$ cat src/design/ppp_pkg.sv
// package for the parallel programming port: command codes, selects, timing
// assumes a 40 MHz core clock; memories live outside behind a simple strobe port
package ppp_pkg;

  localparam int CLK_MHZ = 40;
  localparam int ENTRY_GUARD_NS = 100;
  localparam int ENTRY_GUARD_CYC = (ENTRY_GUARD_NS * CLK_MHZ + 999) / 1000;
  localparam int ENTRY_TOGGLES = 6;
  localparam int ERASE_CYC = 4000;
  localparam int PROG_CYC = 2000;

  localparam logic [1:0] ACT_ADDR = 2'h0;
  localparam logic [1:0] ACT_DATA = 2'h1;
  localparam logic [1:0] ACT_CMD = 2'h2;

  localparam logic [1:0] SEL_LOW = 2'h0;
  localparam logic [1:0] SEL_HIGH = 2'h1;
  localparam logic [1:0] SEL_EXT = 2'h2;
  localparam logic [1:0] SEL_FHI = 2'h3;

  localparam logic [7:0] CMD_NOP = 8'h00;
  localparam logic [7:0] CMD_ERASE = 8'h80;
  localparam logic [7:0] CMD_WR_FUSE = 8'h40;
  localparam logic [7:0] CMD_WR_LOCK = 8'h20;
  localparam logic [7:0] CMD_WR_FLASH = 8'h10;
  localparam logic [7:0] CMD_WR_EEP = 8'h11;
  localparam logic [7:0] CMD_RD_SIG = 8'h08;
  localparam logic [7:0] CMD_RD_FUSE = 8'h04;
  localparam logic [7:0] CMD_RD_FLASH = 8'h02;
  localparam logic [7:0] CMD_RD_EEP = 8'h03;

  localparam logic [7:0] FUSE_LO_RST = 8'hff;
  localparam logic [7:0] FUSE_HI_RST = 8'hff;
  localparam logic [7:0] FUSE_EXT_RST = 8'hff;
  localparam logic [7:0] LOCK_RST = 8'hff;
  localparam int KEEP_EEP_BIT = 3;

  typedef enum logic [1:0] {
    ST_IDLE = 2'b00,
    ST_ERASE = 2'b01,
    ST_PROG = 2'b10
  } ppp_state_type;

  // memory-side request toward the flash/eeprom arrays
  typedef struct packed {
    logic erase_flash;
    logic erase_eep;
    logic wr_flash_page;
    logic wr_eep_page;
    logic [23:0] addr;
  } ppp_mem_req_type;

endpackage : ppp_pkg

$ cat src/design/ppp_port.sv
// parallel programming port: pin decode, command/address/data latches, page buffer
// assumes all pins arrive asynchronously; arrays sit outside and are reached via MEM_*
`timescale 1ns/1ps
`default_nettype none

// Functional notes
// - done flag is low during erase or page programming, high otherwise
// - data bus driven only while output-enable pin is low
// - load strobe action code: 00 address, 01 data, 10 command, 11 idle
// - address byte select: 00 low, 01 high, 10 extended, 11 ignored
// - data loading picks low or high byte by the low select bit
// - fuse write selects low/high/extended; reads give fuse lo, lock, ext, fuse hi
// - pattern change within 100 ns after high voltage rejects entry
// - command and address persist across operations
// - write commands: erase, fuses, lock, flash, eeprom decoded
// - read commands: signature, fuse/lock, flash, eeprom decoded
// - commit and output-enable act by loaded command, not action pins
// - erase clears flash, lock, eeprom unless keep fuse; fuses kept
// - erase starts on commit pulse; flag low until done
// - flash words collect in a page buffer written as one page
// - latch pulse stores both data bytes into the page buffer
// - low address bits pick word in page, upper bits pick page
// - commit with select 00 programs buffered page, flag low till done
// - command 00 is a no-op and ends the page session
module ppp_port #(
  parameter int PAGE_WORDS = 128,
  parameter int ERASE_CYCLES = ppp_pkg::ERASE_CYC,
  parameter int PROG_CYCLES = ppp_pkg::PROG_CYC,
  parameter logic [7:0] SIG0 = 8'h5a, // arbitrary identity value
  parameter logic [7:0] SIG1 = 8'h01, // arbitrary identity value
  parameter logic [7:0] SIG2 = 8'h02, // arbitrary identity value
  parameter logic [7:0] CAL_BYTE = 8'h80
) (
  input wire logic CLK,
  input wire logic RST_N,
  input wire logic CE,
  input wire logic HV_PRESENT,
  input wire logic LOAD_STROBE,
  input wire logic COMMIT_PULSE_N,
  input wire logic OUT_DRIVE_N,
  input wire logic BUFFER_LATCH_PULSE,
  input wire logic STROBE_ACTION_B1,
  input wire logic STROBE_ACTION_B0,
  input wire logic BYTE_SEL_HI_BIT,
  input wire logic BYTE_SEL_LO_BIT,
  input wire logic [7:0] DATA_IN,
  output logic [7:0] DATA_OUT,
  output logic DATA_OE,
  output logic PROG_DONE_FLAG,
  output logic PROG_MODE,
  input wire logic [15:0] MEM_RD_WORD,
  input wire logic [7:0] MEM_RD_EEP,
  output ppp_pkg::ppp_mem_req_type MEM_REQ,
  output logic [15:0] MEM_PAGE_WORD,
  output logic [$clog2(PAGE_WORDS)-1:0] MEM_PAGE_IDX,
  output logic [7:0] FUSE_LO,
  output logic [7:0] FUSE_HI,
  output logic [7:0] FUSE_EXT,
  output logic [7:0] LOCK_BITS
);

  localparam int IW = $clog2(PAGE_WORDS);

  initial begin
    if (PAGE_WORDS < 2 || PAGE_WORDS > 256 || (PAGE_WORDS & (PAGE_WORDS - 1)) != 0) begin
      $error("PAGE_WORDS must be a power of two from 2 to 256");
    end
    // the busy counter is 16 bits and the page must stream out before busy ends
    if (PROG_CYCLES < PAGE_WORDS || PROG_CYCLES > 65535 || ERASE_CYCLES < 1 ||
        ERASE_CYCLES > 65535) begin
      $error("busy cycle counts must fit 16 bits and cover one page");
    end
  end

  ////////////////////////////////////////////////////////////////////////////
  // pin synchronisers: stage one is read only by stage two
  localparam int NP = 9;
  logic [NP-1:0] pin_raw, s1_q, s2_q, s3_q;
  logic [7:0] din1_q, din2_q;

  assign pin_raw = {HV_PRESENT, LOAD_STROBE, COMMIT_PULSE_N, OUT_DRIVE_N, BUFFER_LATCH_PULSE,
                    STROBE_ACTION_B1, STROBE_ACTION_B0, BYTE_SEL_HI_BIT, BYTE_SEL_LO_BIT};

  always_ff @(posedge CLK or negedge RST_N) begin
    if (!RST_N) begin
      s1_q <= 9'h06c; // idle levels, so no false edge follows reset
      s2_q <= 9'h06c;
      s3_q <= 9'h06c;
      din1_q <= 8'h00;
      din2_q <= 8'h00;
    end else if (CE) begin
      s1_q <= pin_raw;
      s2_q <= s1_q;
      s3_q <= s2_q;
      din1_q <= DATA_IN;
      din2_q <= din1_q;
    end
  end

  logic hv, strobe_rise, commit_fall, oe_low, latch_rise;
  logic [1:0] action, bsel;
  assign hv = s2_q[8];
  assign strobe_rise = s2_q[7] & ~s3_q[7];
  assign commit_fall = ~s2_q[6] & s3_q[6];
  assign oe_low = ~s2_q[5];
  assign latch_rise = s2_q[4] & ~s3_q[4];
  assign action = s2_q[3:2];
  assign bsel = s2_q[1:0];

  // entry pattern: latch, action b1, action b0, low select
  function automatic logic [3:0] entry_pat(input logic [NP-1:0] p);
    entry_pat = {p[4], p[3], p[2], p[0]};
  endfunction

  ////////////////////////////////////////////////////////////////////////////
  // mode entry: count strobe toggles while high voltage is absent, then guard the pattern
  logic [2:0] tog_q;
  logic [7:0] guard_q;
  logic armed_q, mode_q;

  always_ff @(posedge CLK or negedge RST_N) begin
    if (!RST_N) begin
      tog_q <= 3'h0;
      guard_q <= 8'h00;
      armed_q <= 1'b0;
      mode_q <= 1'b0;
    end else if (CE) begin
      if (!hv) begin
        mode_q <= 1'b0;
        armed_q <= 1'b0;
        guard_q <= 8'h00;
        if (strobe_rise && tog_q < 3'(ppp_pkg::ENTRY_TOGGLES)) begin
          tog_q <= tog_q + 3'h1;
        end
      end else if (!mode_q && !armed_q && s3_q[8] == 1'b0) begin
        // just rose: needs toggles and a zero pattern
        armed_q <= tog_q == 3'(ppp_pkg::ENTRY_TOGGLES) && entry_pat(s2_q) == 4'h0;
        tog_q <= 3'h0;
      end else if (armed_q) begin
        if (entry_pat(s2_q) != 4'h0) begin
          armed_q <= 1'b0;
        end else if (guard_q == 8'(ppp_pkg::ENTRY_GUARD_CYC)) begin
          mode_q <= 1'b1;
          armed_q <= 1'b0;
        end else begin
          guard_q <= guard_q + 8'h01;
        end
      end
    end
  end

  ////////////////////////////////////////////////////////////////////////////
  // command, address and data latches; kept until reloaded
  logic [7:0] cmd_q, dlo_q, dhi_q;
  logic [23:0] addr_q;
  logic busy;

  always_ff @(posedge CLK or negedge RST_N) begin
    if (!RST_N) begin
      cmd_q <= ppp_pkg::CMD_NOP;
      addr_q <= 24'h000000;
      dlo_q <= 8'h00;
      dhi_q <= 8'h00;
    end else if (CE && mode_q && strobe_rise && !busy) begin
      case (action)
        ppp_pkg::ACT_ADDR: begin
          case (bsel)
            ppp_pkg::SEL_LOW: addr_q[7:0] <= din2_q;
            ppp_pkg::SEL_HIGH: addr_q[15:8] <= din2_q;
            ppp_pkg::SEL_EXT: addr_q[23:16] <= din2_q;
            default: ;
          endcase
        end
        ppp_pkg::ACT_DATA: begin
          if (bsel[0]) dhi_q <= din2_q;
          else dlo_q <= din2_q;
        end
        ppp_pkg::ACT_CMD: cmd_q <= din2_q;
        default: ;
      endcase
    end
  end

  ////////////////////////////////////////////////////////////////////////////
  // page buffer filled by the latch pulse, word picked by low address bits
  logic [15:0] page_mem [PAGE_WORDS];
  logic [7:0] eep_mem [PAGE_WORDS];
  logic session_q;
  logic [IW-1:0] widx;
  assign widx = addr_q[IW-1:0];

  always_ff @(posedge CLK) begin
    if (CE && mode_q && latch_rise && !busy) begin
      if (cmd_q == ppp_pkg::CMD_WR_FLASH) page_mem[widx] <= {dhi_q, dlo_q};
      if (cmd_q == ppp_pkg::CMD_WR_EEP) eep_mem[widx] <= dlo_q;
    end
  end

  always_ff @(posedge CLK or negedge RST_N) begin
    if (!RST_N) begin
      session_q <= 1'b0;
    end else if (CE && !busy) begin
      // refused loads while busy must not end the session either
      if (mode_q && latch_rise) begin
        session_q <= 1'b1; // set wins over a nop load in the same cycle
      end else if (mode_q && strobe_rise && action == ppp_pkg::ACT_CMD &&
                   din2_q == ppp_pkg::CMD_NOP) begin
        session_q <= 1'b0;
      end
    end
  end

  ////////////////////////////////////////////////////////////////////////////
  // commit execution: erase, page write, fuse and lock writes
  ppp_pkg::ppp_state_type st_q;
  logic [15:0] cnt_q;
  logic [IW-1:0] xfer_q;
  logic page_ok, is_eep_q;
  assign busy = st_q != ppp_pkg::ST_IDLE;
  assign page_ok = bsel == ppp_pkg::SEL_LOW && session_q;

  always_ff @(posedge CLK or negedge RST_N) begin
    if (!RST_N) begin
      st_q <= ppp_pkg::ST_IDLE;
      cnt_q <= 16'h0000;
      xfer_q <= '0;
      is_eep_q <= 1'b0;
      MEM_REQ <= '0;
      FUSE_LO <= ppp_pkg::FUSE_LO_RST;
      FUSE_HI <= ppp_pkg::FUSE_HI_RST;
      FUSE_EXT <= ppp_pkg::FUSE_EXT_RST;
      LOCK_BITS <= ppp_pkg::LOCK_RST;
      MEM_PAGE_WORD <= 16'h0000;
      MEM_PAGE_IDX <= '0;
    end else if (CE) begin
      MEM_REQ.wr_flash_page <= 1'b0;
      MEM_REQ.wr_eep_page <= 1'b0;
      case (st_q)
        ppp_pkg::ST_IDLE: begin
          MEM_REQ.erase_flash <= 1'b0;
          MEM_REQ.erase_eep <= 1'b0;
          if (mode_q && commit_fall) begin
            case (cmd_q)
              ppp_pkg::CMD_ERASE: begin
                st_q <= ppp_pkg::ST_ERASE;
                cnt_q <= 16'(ERASE_CYCLES);
                MEM_REQ.erase_flash <= 1'b1;
                MEM_REQ.erase_eep <= FUSE_HI[ppp_pkg::KEEP_EEP_BIT];
              end
              ppp_pkg::CMD_WR_FLASH, ppp_pkg::CMD_WR_EEP: begin
                if (page_ok) begin
                  st_q <= ppp_pkg::ST_PROG;
                  cnt_q <= 16'(PROG_CYCLES);
                  xfer_q <= '0;
                  is_eep_q <= cmd_q[0];
                  MEM_REQ.addr <= {addr_q[23:IW], {IW{1'b0}}};
                end
              end
              ppp_pkg::CMD_WR_FUSE: begin
                case (bsel)
                  ppp_pkg::SEL_LOW: FUSE_LO <= dlo_q;
                  ppp_pkg::SEL_HIGH: FUSE_HI <= dlo_q;
                  ppp_pkg::SEL_EXT: FUSE_EXT <= dlo_q;
                  default: ;
                endcase
              end
              ppp_pkg::CMD_WR_LOCK: LOCK_BITS <= LOCK_BITS & dlo_q; // only programs
              default: ;
            endcase
          end
        end
        ppp_pkg::ST_ERASE: begin
          // lock bits clear only once the array is fully erased
          if (cnt_q == 16'h0001) begin
            LOCK_BITS <= ppp_pkg::LOCK_RST;
            st_q <= ppp_pkg::ST_IDLE;
          end
          cnt_q <= cnt_q - 16'h0001;
        end
        ppp_pkg::ST_PROG: begin
          // page words stream out once in the first cycles, then the write time elapses
          if (cnt_q > 16'(PROG_CYCLES - PAGE_WORDS)) begin
            MEM_PAGE_IDX <= xfer_q;
            MEM_PAGE_WORD <= is_eep_q ? {8'h00, eep_mem[xfer_q]} : page_mem[xfer_q];
            MEM_REQ.wr_flash_page <= ~is_eep_q;
            MEM_REQ.wr_eep_page <= is_eep_q;
            xfer_q <= xfer_q + 1'b1;
          end
          if (cnt_q == 16'h0001) st_q <= ppp_pkg::ST_IDLE;
          cnt_q <= cnt_q - 16'h0001;
        end
        default: st_q <= ppp_pkg::ST_IDLE;
      endcase
    end
  end

  ////////////////////////////////////////////////////////////////////////////
  // status outputs
  always_ff @(posedge CLK or negedge RST_N) begin
    if (!RST_N) begin
      PROG_DONE_FLAG <= 1'b1;
      PROG_MODE <= 1'b0;
    end else if (CE) begin
      PROG_DONE_FLAG <= !busy && !(mode_q && commit_fall && (cmd_q == ppp_pkg::CMD_ERASE ||
                        ((cmd_q == ppp_pkg::CMD_WR_FLASH || cmd_q == ppp_pkg::CMD_WR_EEP)
                         && page_ok)));
      PROG_MODE <= mode_q;
    end
  end

  ////////////////////////////////////////////////////////////////////////////
  // read-back mux, driven by the loaded command while output enable is low
  function automatic logic [7:0] read_mux(input logic [7:0] cmd, input logic [1:0] s,
                                          input logic [7:0] a, input logic [15:0] w,
                                          input logic [7:0] e, input logic [7:0] fl,
                                          input logic [7:0] fh, input logic [7:0] fx,
                                          input logic [7:0] lk);
    read_mux = 8'h00;
    case (cmd)
      ppp_pkg::CMD_RD_FLASH: read_mux = s[0] ? w[15:8] : w[7:0];
      ppp_pkg::CMD_RD_EEP: read_mux = e;
      ppp_pkg::CMD_RD_SIG: begin
        if (s[0]) read_mux = CAL_BYTE;
        else if (a == 8'h00) read_mux = SIG0;
        else if (a == 8'h01) read_mux = SIG1;
        else if (a == 8'h02) read_mux = SIG2;
      end
      ppp_pkg::CMD_RD_FUSE: begin
        case (s)
          ppp_pkg::SEL_LOW: read_mux = fl;
          ppp_pkg::SEL_HIGH: read_mux = lk;
          ppp_pkg::SEL_EXT: read_mux = fx;
          default: read_mux = fh;
        endcase
      end
      default: read_mux = 8'h00;
    endcase
  endfunction : read_mux

  always_ff @(posedge CLK or negedge RST_N) begin
    if (!RST_N) begin
      DATA_OUT <= 8'h00;
      DATA_OE <= 1'b0;
    end else if (CE) begin
      DATA_OE <= mode_q && oe_low;
      DATA_OUT <= read_mux(cmd_q, bsel, addr_q[7:0], MEM_RD_WORD, MEM_RD_EEP,
                           FUSE_LO, FUSE_HI, FUSE_EXT, LOCK_BITS);
    end
  end

endmodule : ppp_port

`default_nettype wire

$ cat config.mk
export PLATFORM = sky130hd
export DESIGN_NAME = ppp_port
export DESIGN_NICKNAME = d
export VERILOG_FILES = /design/src/design/ppp_pkg.sv /design/src/design/ppp_port.sv
export SDC_FILE = /design/constraint.sdc
export NUM_CORES = 2
export LEC_CHECK = 0
export BUFFER_PORTS_ARGS = -buffer_cell sky130_fd_sc_hd__buf_2
export CAP_MARGIN = 20
export CORE_MARGIN = 2
export CORE_UTILIZATION = 35
export CTS_BUF_LIST = sky130_fd_sc_hd__clkbuf_8
export DETAILED_ROUTE_END_ITERATION = 10
export MAX_ROUTING_LAYER = met4
export PLACE_DENSITY = 0.53
export SLEW_MARGIN = 15
export SYNTH_ARGS = -nofsm -noshare
export SYNTH_HDL_FRONTEND = slang
export SYNTH_SLANG_ARGS = --single-unit
$ cat constraint.sdc
create_clock -name CLK -period 10.2 [get_ports CLK]
set_input_delay 2.04 -clock CLK [delete_from_list [all_inputs] [get_ports CLK]]
set_output_delay 2.04 -clock CLK [all_outputs]
set_load 0.03 [all_outputs]
; ---- After elaboration in Yosys (flattened, before gate mapping)
; Memory sizes are Yosys's and may differ from the RTL's.
; Cells that the tools add are included.
[word_totals]
register_bits = 218
ramBits = 3072
memories = 2
elab_cells = 206
[op_classes]
mux = 56
reduce_logical = 61
n_lt_le_gt_ge = 2
n_eq_ne = 35
bitwise = 11
addsub = 4
[memory_table]
columns = name, depth, width, read_ports, rd_clocked_by_memory_dff, wr, line
row1 = page_mem, 128, 16, 1, 0, 1, ppp_port.sv:186  ; logic [15:0] page_mem [PAGE_WORDS];
row2 = eep_mem, 128, 8, 1, 0, 1, ppp_port.sv:187  ; logic [7:0] eep_mem [PAGE_WORDS];
[op_table]
columns = operator, count
row1 = $mux 8, 10
row2 = $pmux 16 s2, 2
row3 = $mux 16, 3
row4 = $reduce_and 5->1, 9
row5 = $mux 7, 5
row6 = $pmux 8 s4, 1
row7 = $eq 8x2->1 const B, 3
row8 = $pmux 8 s3, 1
row9 = $reduce_and 3->1, 7
row10 = $logic_and 1x1->1, 20
row11 = $mux 1, 18
row12 = $mux 2, 9
row13 = $eq 16x1->1 const B, 1
row14 = $eq 8x3->1 const B, 2
row15 = $eq 8x5->1 const B, 2
row16 = $gt 16x11->1 const B, 1
row17 = $logic_not 8->1, 2
row18 = $pmux 8 s2, 1
row19 = $sub 16x1->16 const B, 1
row20 = $ne 2x2->1 const B, 7
row21 = $pmux 7 s2, 1
row22 = $ne 2x1->1 const B, 6
row23 = $reduce_bool 2->1, 6
row24 = $mux 3, 3
row25 = 26 further kinds, 48

; ---- Depth between registers and ports, before layout
[logic_depth]
ltp_word = 7
ltp_mapped = 13

; ---- Worst setup path after synthesis
; Ideal clock, no wire load.
[synth_timing]
kind = input port to flip-flop
start = in CE
end = mem page_mem[87][0], enable pin
n_path_buf = 1
cell_stages = 7
t_arrival_ns = 4.103
setup_slack_ns = 5.709
cell_sequence = nand3_1 > nor3b_1 > inv_1 > nor3_1 > nand4_1 > clkbuf_1 > nor2_1
[synth_between]
elab_chain_cells = 5
[synth_lines]
columns = element, line
row1 = "start, declared", ppp_port.sv:36  ; input wire logic CE,
row2 = $logic_and 1x1->1 (3 in series), ppp_port.sv:193  ; if (CE && mode_q && latch_rise && !busy) begin
row3 = $mux 1, ppp_port.sv:193
row4 = $mux 1 (implied by the code), ppp_port.sv:194  ; if (cmd_q == ppp_pkg::CMD_WR_FLASH) page_mem[widx] <= {dhi_q, dlo_q};
row5 = "end, declared", ppp_port.sv:186
; Every way passes these cells.

; ---- Worst setup path after layout
[layout_timing]
start = reg xfer_q[0]
end = reg MEM_PAGE_WORD[3]
[layout_between]
elab_chain_cells = 2
word_cells_on_any_way = 3
classes_between = 1 x mux / 2 x memory
[layout_lines]
columns = element, line
row1 = "start, declared", ppp_port.sv:217  ; logic [IW-1:0] xfer_q;
row2 = "start signal, assigned", ppp_port.sv:287  ; xfer_q <= xfer_q + 1'b1;
row3 = $mem_v2 128x16 or $mem_v2 128x8 (tied branches), n/a
row4 = $mux 16 *, ppp_port.sv:284  ; MEM_PAGE_WORD <= is_eep_q ? {8'h00, eep_mem[xfer_q]} : page_mem[xfer_q];
row5 = "end signal, assigned", ppp_port.sv:284
row6 = "end, declared", ppp_port.sv:54  ; output logic [15:0] MEM_PAGE_WORD,
; Every way passes the cells marked *; elsewhere a longest branch is shown, timed or not.
; A chain may end at the register's enable or synchronous reset.

==> impl_summary.md <==
STA
Measured against its own limit, the worst slew margin works out to between 20% and 30%. The post-route clock skew is 0.0639 ns. Setup slack on the critical path of the routed design comes to between 4 and 5 ns. The actual transition at the worst max-transition pin is around 1.2 ns. After routing, the total negative slack on setup checks comes to 0 ns.

In the finished design, the share of the clock period the worst path needs comes to 51.8%. The minimum clock period after layout is 5.28 ns. The number of hold-slack violations in the final timing report is 0. The final setup violation count is 0. The hold slack is 0.475 ns. The final count of pins violating max slew was 0.

Setup repair after global routing left no endpoint under its margin. The achievable frequency is approximately 190 MHz.

Final layout
The final layout contains 6,731 nets. The area overhead of the layout relative to synthesis is 13.1%. The post-route non-filler standard cell count is 11,900.

The ratio of cells with drive above 1 in the final layout is 29.2%.

Global route
The via count of the first global-routing pass is between 60,000 and 70,000. The combined global-route utilization of all metal layers is 19.5%. The number of antenna violations at the first check in global routing is 15.

The maximum number of pins on one net before global-route repair is roughly 100. The total global routing overflow is 0. The first global-routing pass estimated 505 mm of wire.

Clock tree
The root buffer cell chosen for the clock tree is sky130_fd_sc_hd__clkbuf_8. Post-CTS repair changed the size of 0 cells. The source-to-sink clock delay at the later pin of the worst-skew pair is about 1.2 ns. Clock-pin slew was measured on the worst setup and hold paths at roughly 0.07 ns.

The longest clock path from root to sink contains 4 buffers. The hold buffer count at cts is 0. In this run the post-CTS setup repair buffer count came out at 0. The number of clock sinks seen by CTS is 3,285. The number of CTS-inserted buffers is 544. The deepest level of the CTS H-tree is 6. The CTS tree is yes.

Detailed routing
After detailed routing, the average wire length per cell comes to 29.9 microns. The first TritonRoute pass finished after 5 iterations. The wire length reported by the detailed router is 356 mm. For this block, the via count after detailed routing is 64,500. The count of nets left with antenna violations once routing finished came out at 0. The iteration-0 DRC count of the detailed router is 6,694. In the routed layout, each cell is associated on average with a via count of between 5 and 6. After detailed routing, the number of remaining DRC violations is 0.

Worst setup path
STA classifies the critical path endpoint as a flip-flop. The path length in cells of the critical path is 7. The worst setup path is launched from a flip-flop. Data on the critical path arrives at its endpoint at 6.32 ns. STA puts the critical path data required time at 11.25 ns. The number of cells on the worst reg-to-reg path is 7.

The worst register-to-register path ends at MEM_PAGE_WORD[3]. The signal on the critical path passes through buf_12 > buf_12 > mux4_2 > mux4_2 > o21ai_0 > a211oi_1 > o41a_1. The count of buffer and inverter cells on the critical path is 2. By startpoint and endpoint, the worst setup path is classified as flip-flop to flip-flop. The beginning of the worst register-to-register path is xfer_q[0].

The slack of the worst reg-to-reg path is 4.92 ns. In this design, the largest share of critical-path delay is due to compound AO/OA/AOI/OAI gates. In this run the worst path has a maximum fanout of slightly above 100. The largest single stage delay on the critical path is 0.97 ns. The slowest stage of the critical path belongs to the cell sky130_fd_sc_hd__dfrtp_4.

Floorplan
The floorplan has 222 rows. The initial utilization of the core area, before any placement, comes to 35.1%. The total core area is 365,000 sq um. Pin placement for this block handled 138 I/O pins.

The floorplan step defined a die boundary enclosing 371,000 sq um. The floorplan step set the die width to 609 microns. The vertical extent of the die is 609 microns.

Yosys
The number of warnings issued by yosys is 0. The proportion of synthesized area in mux cells is around 16%. The synthesized instance count is between 6,000 and 7,000.

The flip-flop cell with the highest count after synthesis is sky130_fd_sc_hd__edfxtp_1. By count the netlist is led by sky130_fd_sc_hd__edfxtp_1 (3,072), sky130_fd_sc_hd__mux4_2 (753), sky130_fd_sc_hd__nor2_1 (330). The area fraction in compound gates after synthesis is under 10%. The simple-gate share of the synthesized area is 2.68%. After Yosys synthesis, XOR and XNOR cells account for less than 1% of the synthesized area. sky130_fd_sc_hd__edfxtp_1 is the most common cell in the netlist.

By area, the combinational part of the netlist is dominated by multiplexers. The share of the Yosys chip area taken by registers is 76.2%. Of all cell types, the one taking the most synthesized area is sky130_fd_sc_hd__edfxtp_1.

In the post-synthesis netlist, the biggest area contributors are sky130_fd_sc_hd__edfxtp_1 (72%), sky130_fd_sc_hd__mux4_2 (13%), sky130_fd_sc_hd__dfrtp_1 (3.3%). The top cell type by area accounts for 72.0% of the synthesized area. The average footprint of a synthesized cell is 21.0 sq um. The proportion of synthesized flip-flops having asynchronous set or reset is 6.48%. The mapped netlist covers 128,000 sq um. The total of flip-flops plus latches after synthesis is 3,285. The synthesized netlist devotes 0.117% of its cell area to adder and majority cells. The number of flops mapped to enable cells by yosys is 3,072. The number of different library cells in the post-synthesis netlist is 77.

Power
The power density relative to cell area is 178 nW/um^2. The internal power is a little over 20 mW. The net switching power of the design is 5.65 mW. The worst voltage drop across the vdd grid is 0.124 mV. The leakage dissipation is 53.4 nW. The net switching fraction of the power is 21.9%. The clock share of power is 41.9%. Registers are responsible for 56.7% of the overall power. The completed layout was analyzed and its total power is 25.8 mW. The logic gate share of total power is 1.4%.

Min path
The class of the tightest hold or removal check is flip-flop to flip-flop. The worst min-delay path startpoint is MEM_PAGE_IDX[0]. The end point of the worst hold path is MEM_PAGE_IDX[0]. Along the worst hold path, the cell count comes to 2.

Run status
The flow ran to the end, and the final reports show no timing, DRC or antenna violations.

Placed design
At the placement stage, the worst setup path has a slack of 4.11 ns. The number of port buffers is 130. The number of cells in the design after placement is 10,900. Detailed placement ended at an HPWL of 216 mm.

The weighted congestion at the end of routability-driven global placement is 0.831.

Job
The max-cap violation count is 0.
## layout make-up
cell class / instances / area [sq um]
Fill cell: 32600 / 220000
Sequential cell: 3285 / 97700
Multi-Input combinational cell: 2429 / 28300
Clock buffer: 568 / 7820
Tap cell: 4816 / 6030
Timing Repair Buffer: 380 / 2680
Clock inverter: 381 / 2100
Inverter: 35 / 139
Antenna cell: 10 / 25.0
## cell usage in the layout, fill, tap and decap left out, types with 19 or more instances in the layout
master                     instances
sky130_fd_sc_hd__a31oi_1          22
sky130_fd_sc_hd__a211oi_1         19
sky130_fd_sc_hd__nand2_1         183
sky130_fd_sc_hd__clkbuf_8        568
sky130_fd_sc_hd__o22ai_1          51
sky130_fd_sc_hd__inv_1           197
sky130_fd_sc_hd__a221oi_1         19
sky130_fd_sc_hd__clkinv_2         42
sky130_fd_sc_hd__nor2_1          313
sky130_fd_sc_hd__nor3_1           40
sky130_fd_sc_hd__dfrtp_4          20
sky130_fd_sc_hd__nor4_1           23
sky130_fd_sc_hd__o221ai_1         20
sky130_fd_sc_hd__o21ai_0          68
sky130_fd_sc_hd__dfrtp_1         150
sky130_fd_sc_hd__buf_4           236
sky130_fd_sc_hd__mux4_2          753
sky130_fd_sc_hd__edfxtp_1       3072
sky130_fd_sc_hd__dfstp_2          42
sky130_fd_sc_hd__nor2b_1          20
sky130_fd_sc_hd__buf_2           130
sky130_fd_sc_hd__nand3_1          43
sky130_fd_sc_hd__a21oi_1          92
sky130_fd_sc_hd__mux2_2          149
sky130_fd_sc_hd__mux2i_1         246
sky130_fd_sc_hd__a22oi_1          69
sky130_fd_sc_hd__clkinv_1        111
## flip-flops by register name, summed over array words and instances, names as in the netlist, 2 cells and up
register	cells
page_mem	2048
eep_mem	1024
addr_q	24
MEM_REQ	21
MEM_PAGE_WORD	16
cnt_q	16
s1_q	9
s2_q	9
DATA_OUT	8
FUSE_EXT	8
FUSE_HI	8
FUSE_LO	8
LOCK_BITS	8
cmd_q	8
dhi_q	8
din1_q	8
din2_q	8
dlo_q	8
guard_q	8
MEM_PAGE_IDX	7
xfer_q	7
s3_q	4
tog_q	3
st_q	2
## metal layers
layer / part of all wire (%) / GRT usage (%)
met4: 2.6 / 5.61
met1: 42 / 26.1
met3: 6.7 / 3.09
met2: 49 / 30.9
met5: 0 / -
## stage by stage
stage               cell area, sq um  utilization [%]
CTS                           145000             39.7
finish                        145000             39.7
detailed placement            135000             37.0
floorplan                     128000                -
global placement              135000             36.9
global route                  145000             39.7
## cells by family (layout without fill, tap and decap cells)
logic type | count (synthesis) | after routing
muxes | 1149 | 1149
AOI/OAI and AO/OA | 489 | 489
xor gates and xnor gates | 12 | 12
and+or+nand+nor | 760 | 760
other | 1 | 17
DFF | 3285 | 3285
adders and majority gates | 12 | 12
buffers and inverters | 385 | 1364
## power groups by stage
| stage | clock [mW] | sequential (mW) | combinational (mW) |
|---|---|---|---|
| after floorplan | 0 | 14.9 | 0.179 |
| after global placement | 0 | 14.9 | 0.347 |
| after detailed placement | 0 | 14.9 | 0.351 |
| after CTS | 11.1 | 14.6 | 0.352 |
| after global routing | 11.6 | 14.6 | 0.365 |
| final | 10.8 | 14.6 | 0.351 |
## worst min-delay path, cell delays in order (launching register included)
cell	delay, ns
sky130_fd_sc_hd__dfrtp_1	0.34
sky130_fd_sc_hd__nand2_1	0.05
sky130_fd_sc_hd__nand2_1	0.06
## worst max path at each step
stage,from,slack (ns),endpoint
2_1_floorplan,CE,5.71,page_mem[87][0]
6_report,xfer_q[0],4.92,MEM_PAGE_WORD[3]
5_1_grt,xfer_q[0],4.62,MEM_PAGE_WORD[3]
4_1_cts,xfer_q[0],4.69,MEM_PAGE_WORD[3]
3_5_place_dp,CE,4.11,page_mem[101][10]
3_3_place_gp,CE,4.02,eep_mem[102][3]
No activity file was read; power rests on OpenSTA's default activity.
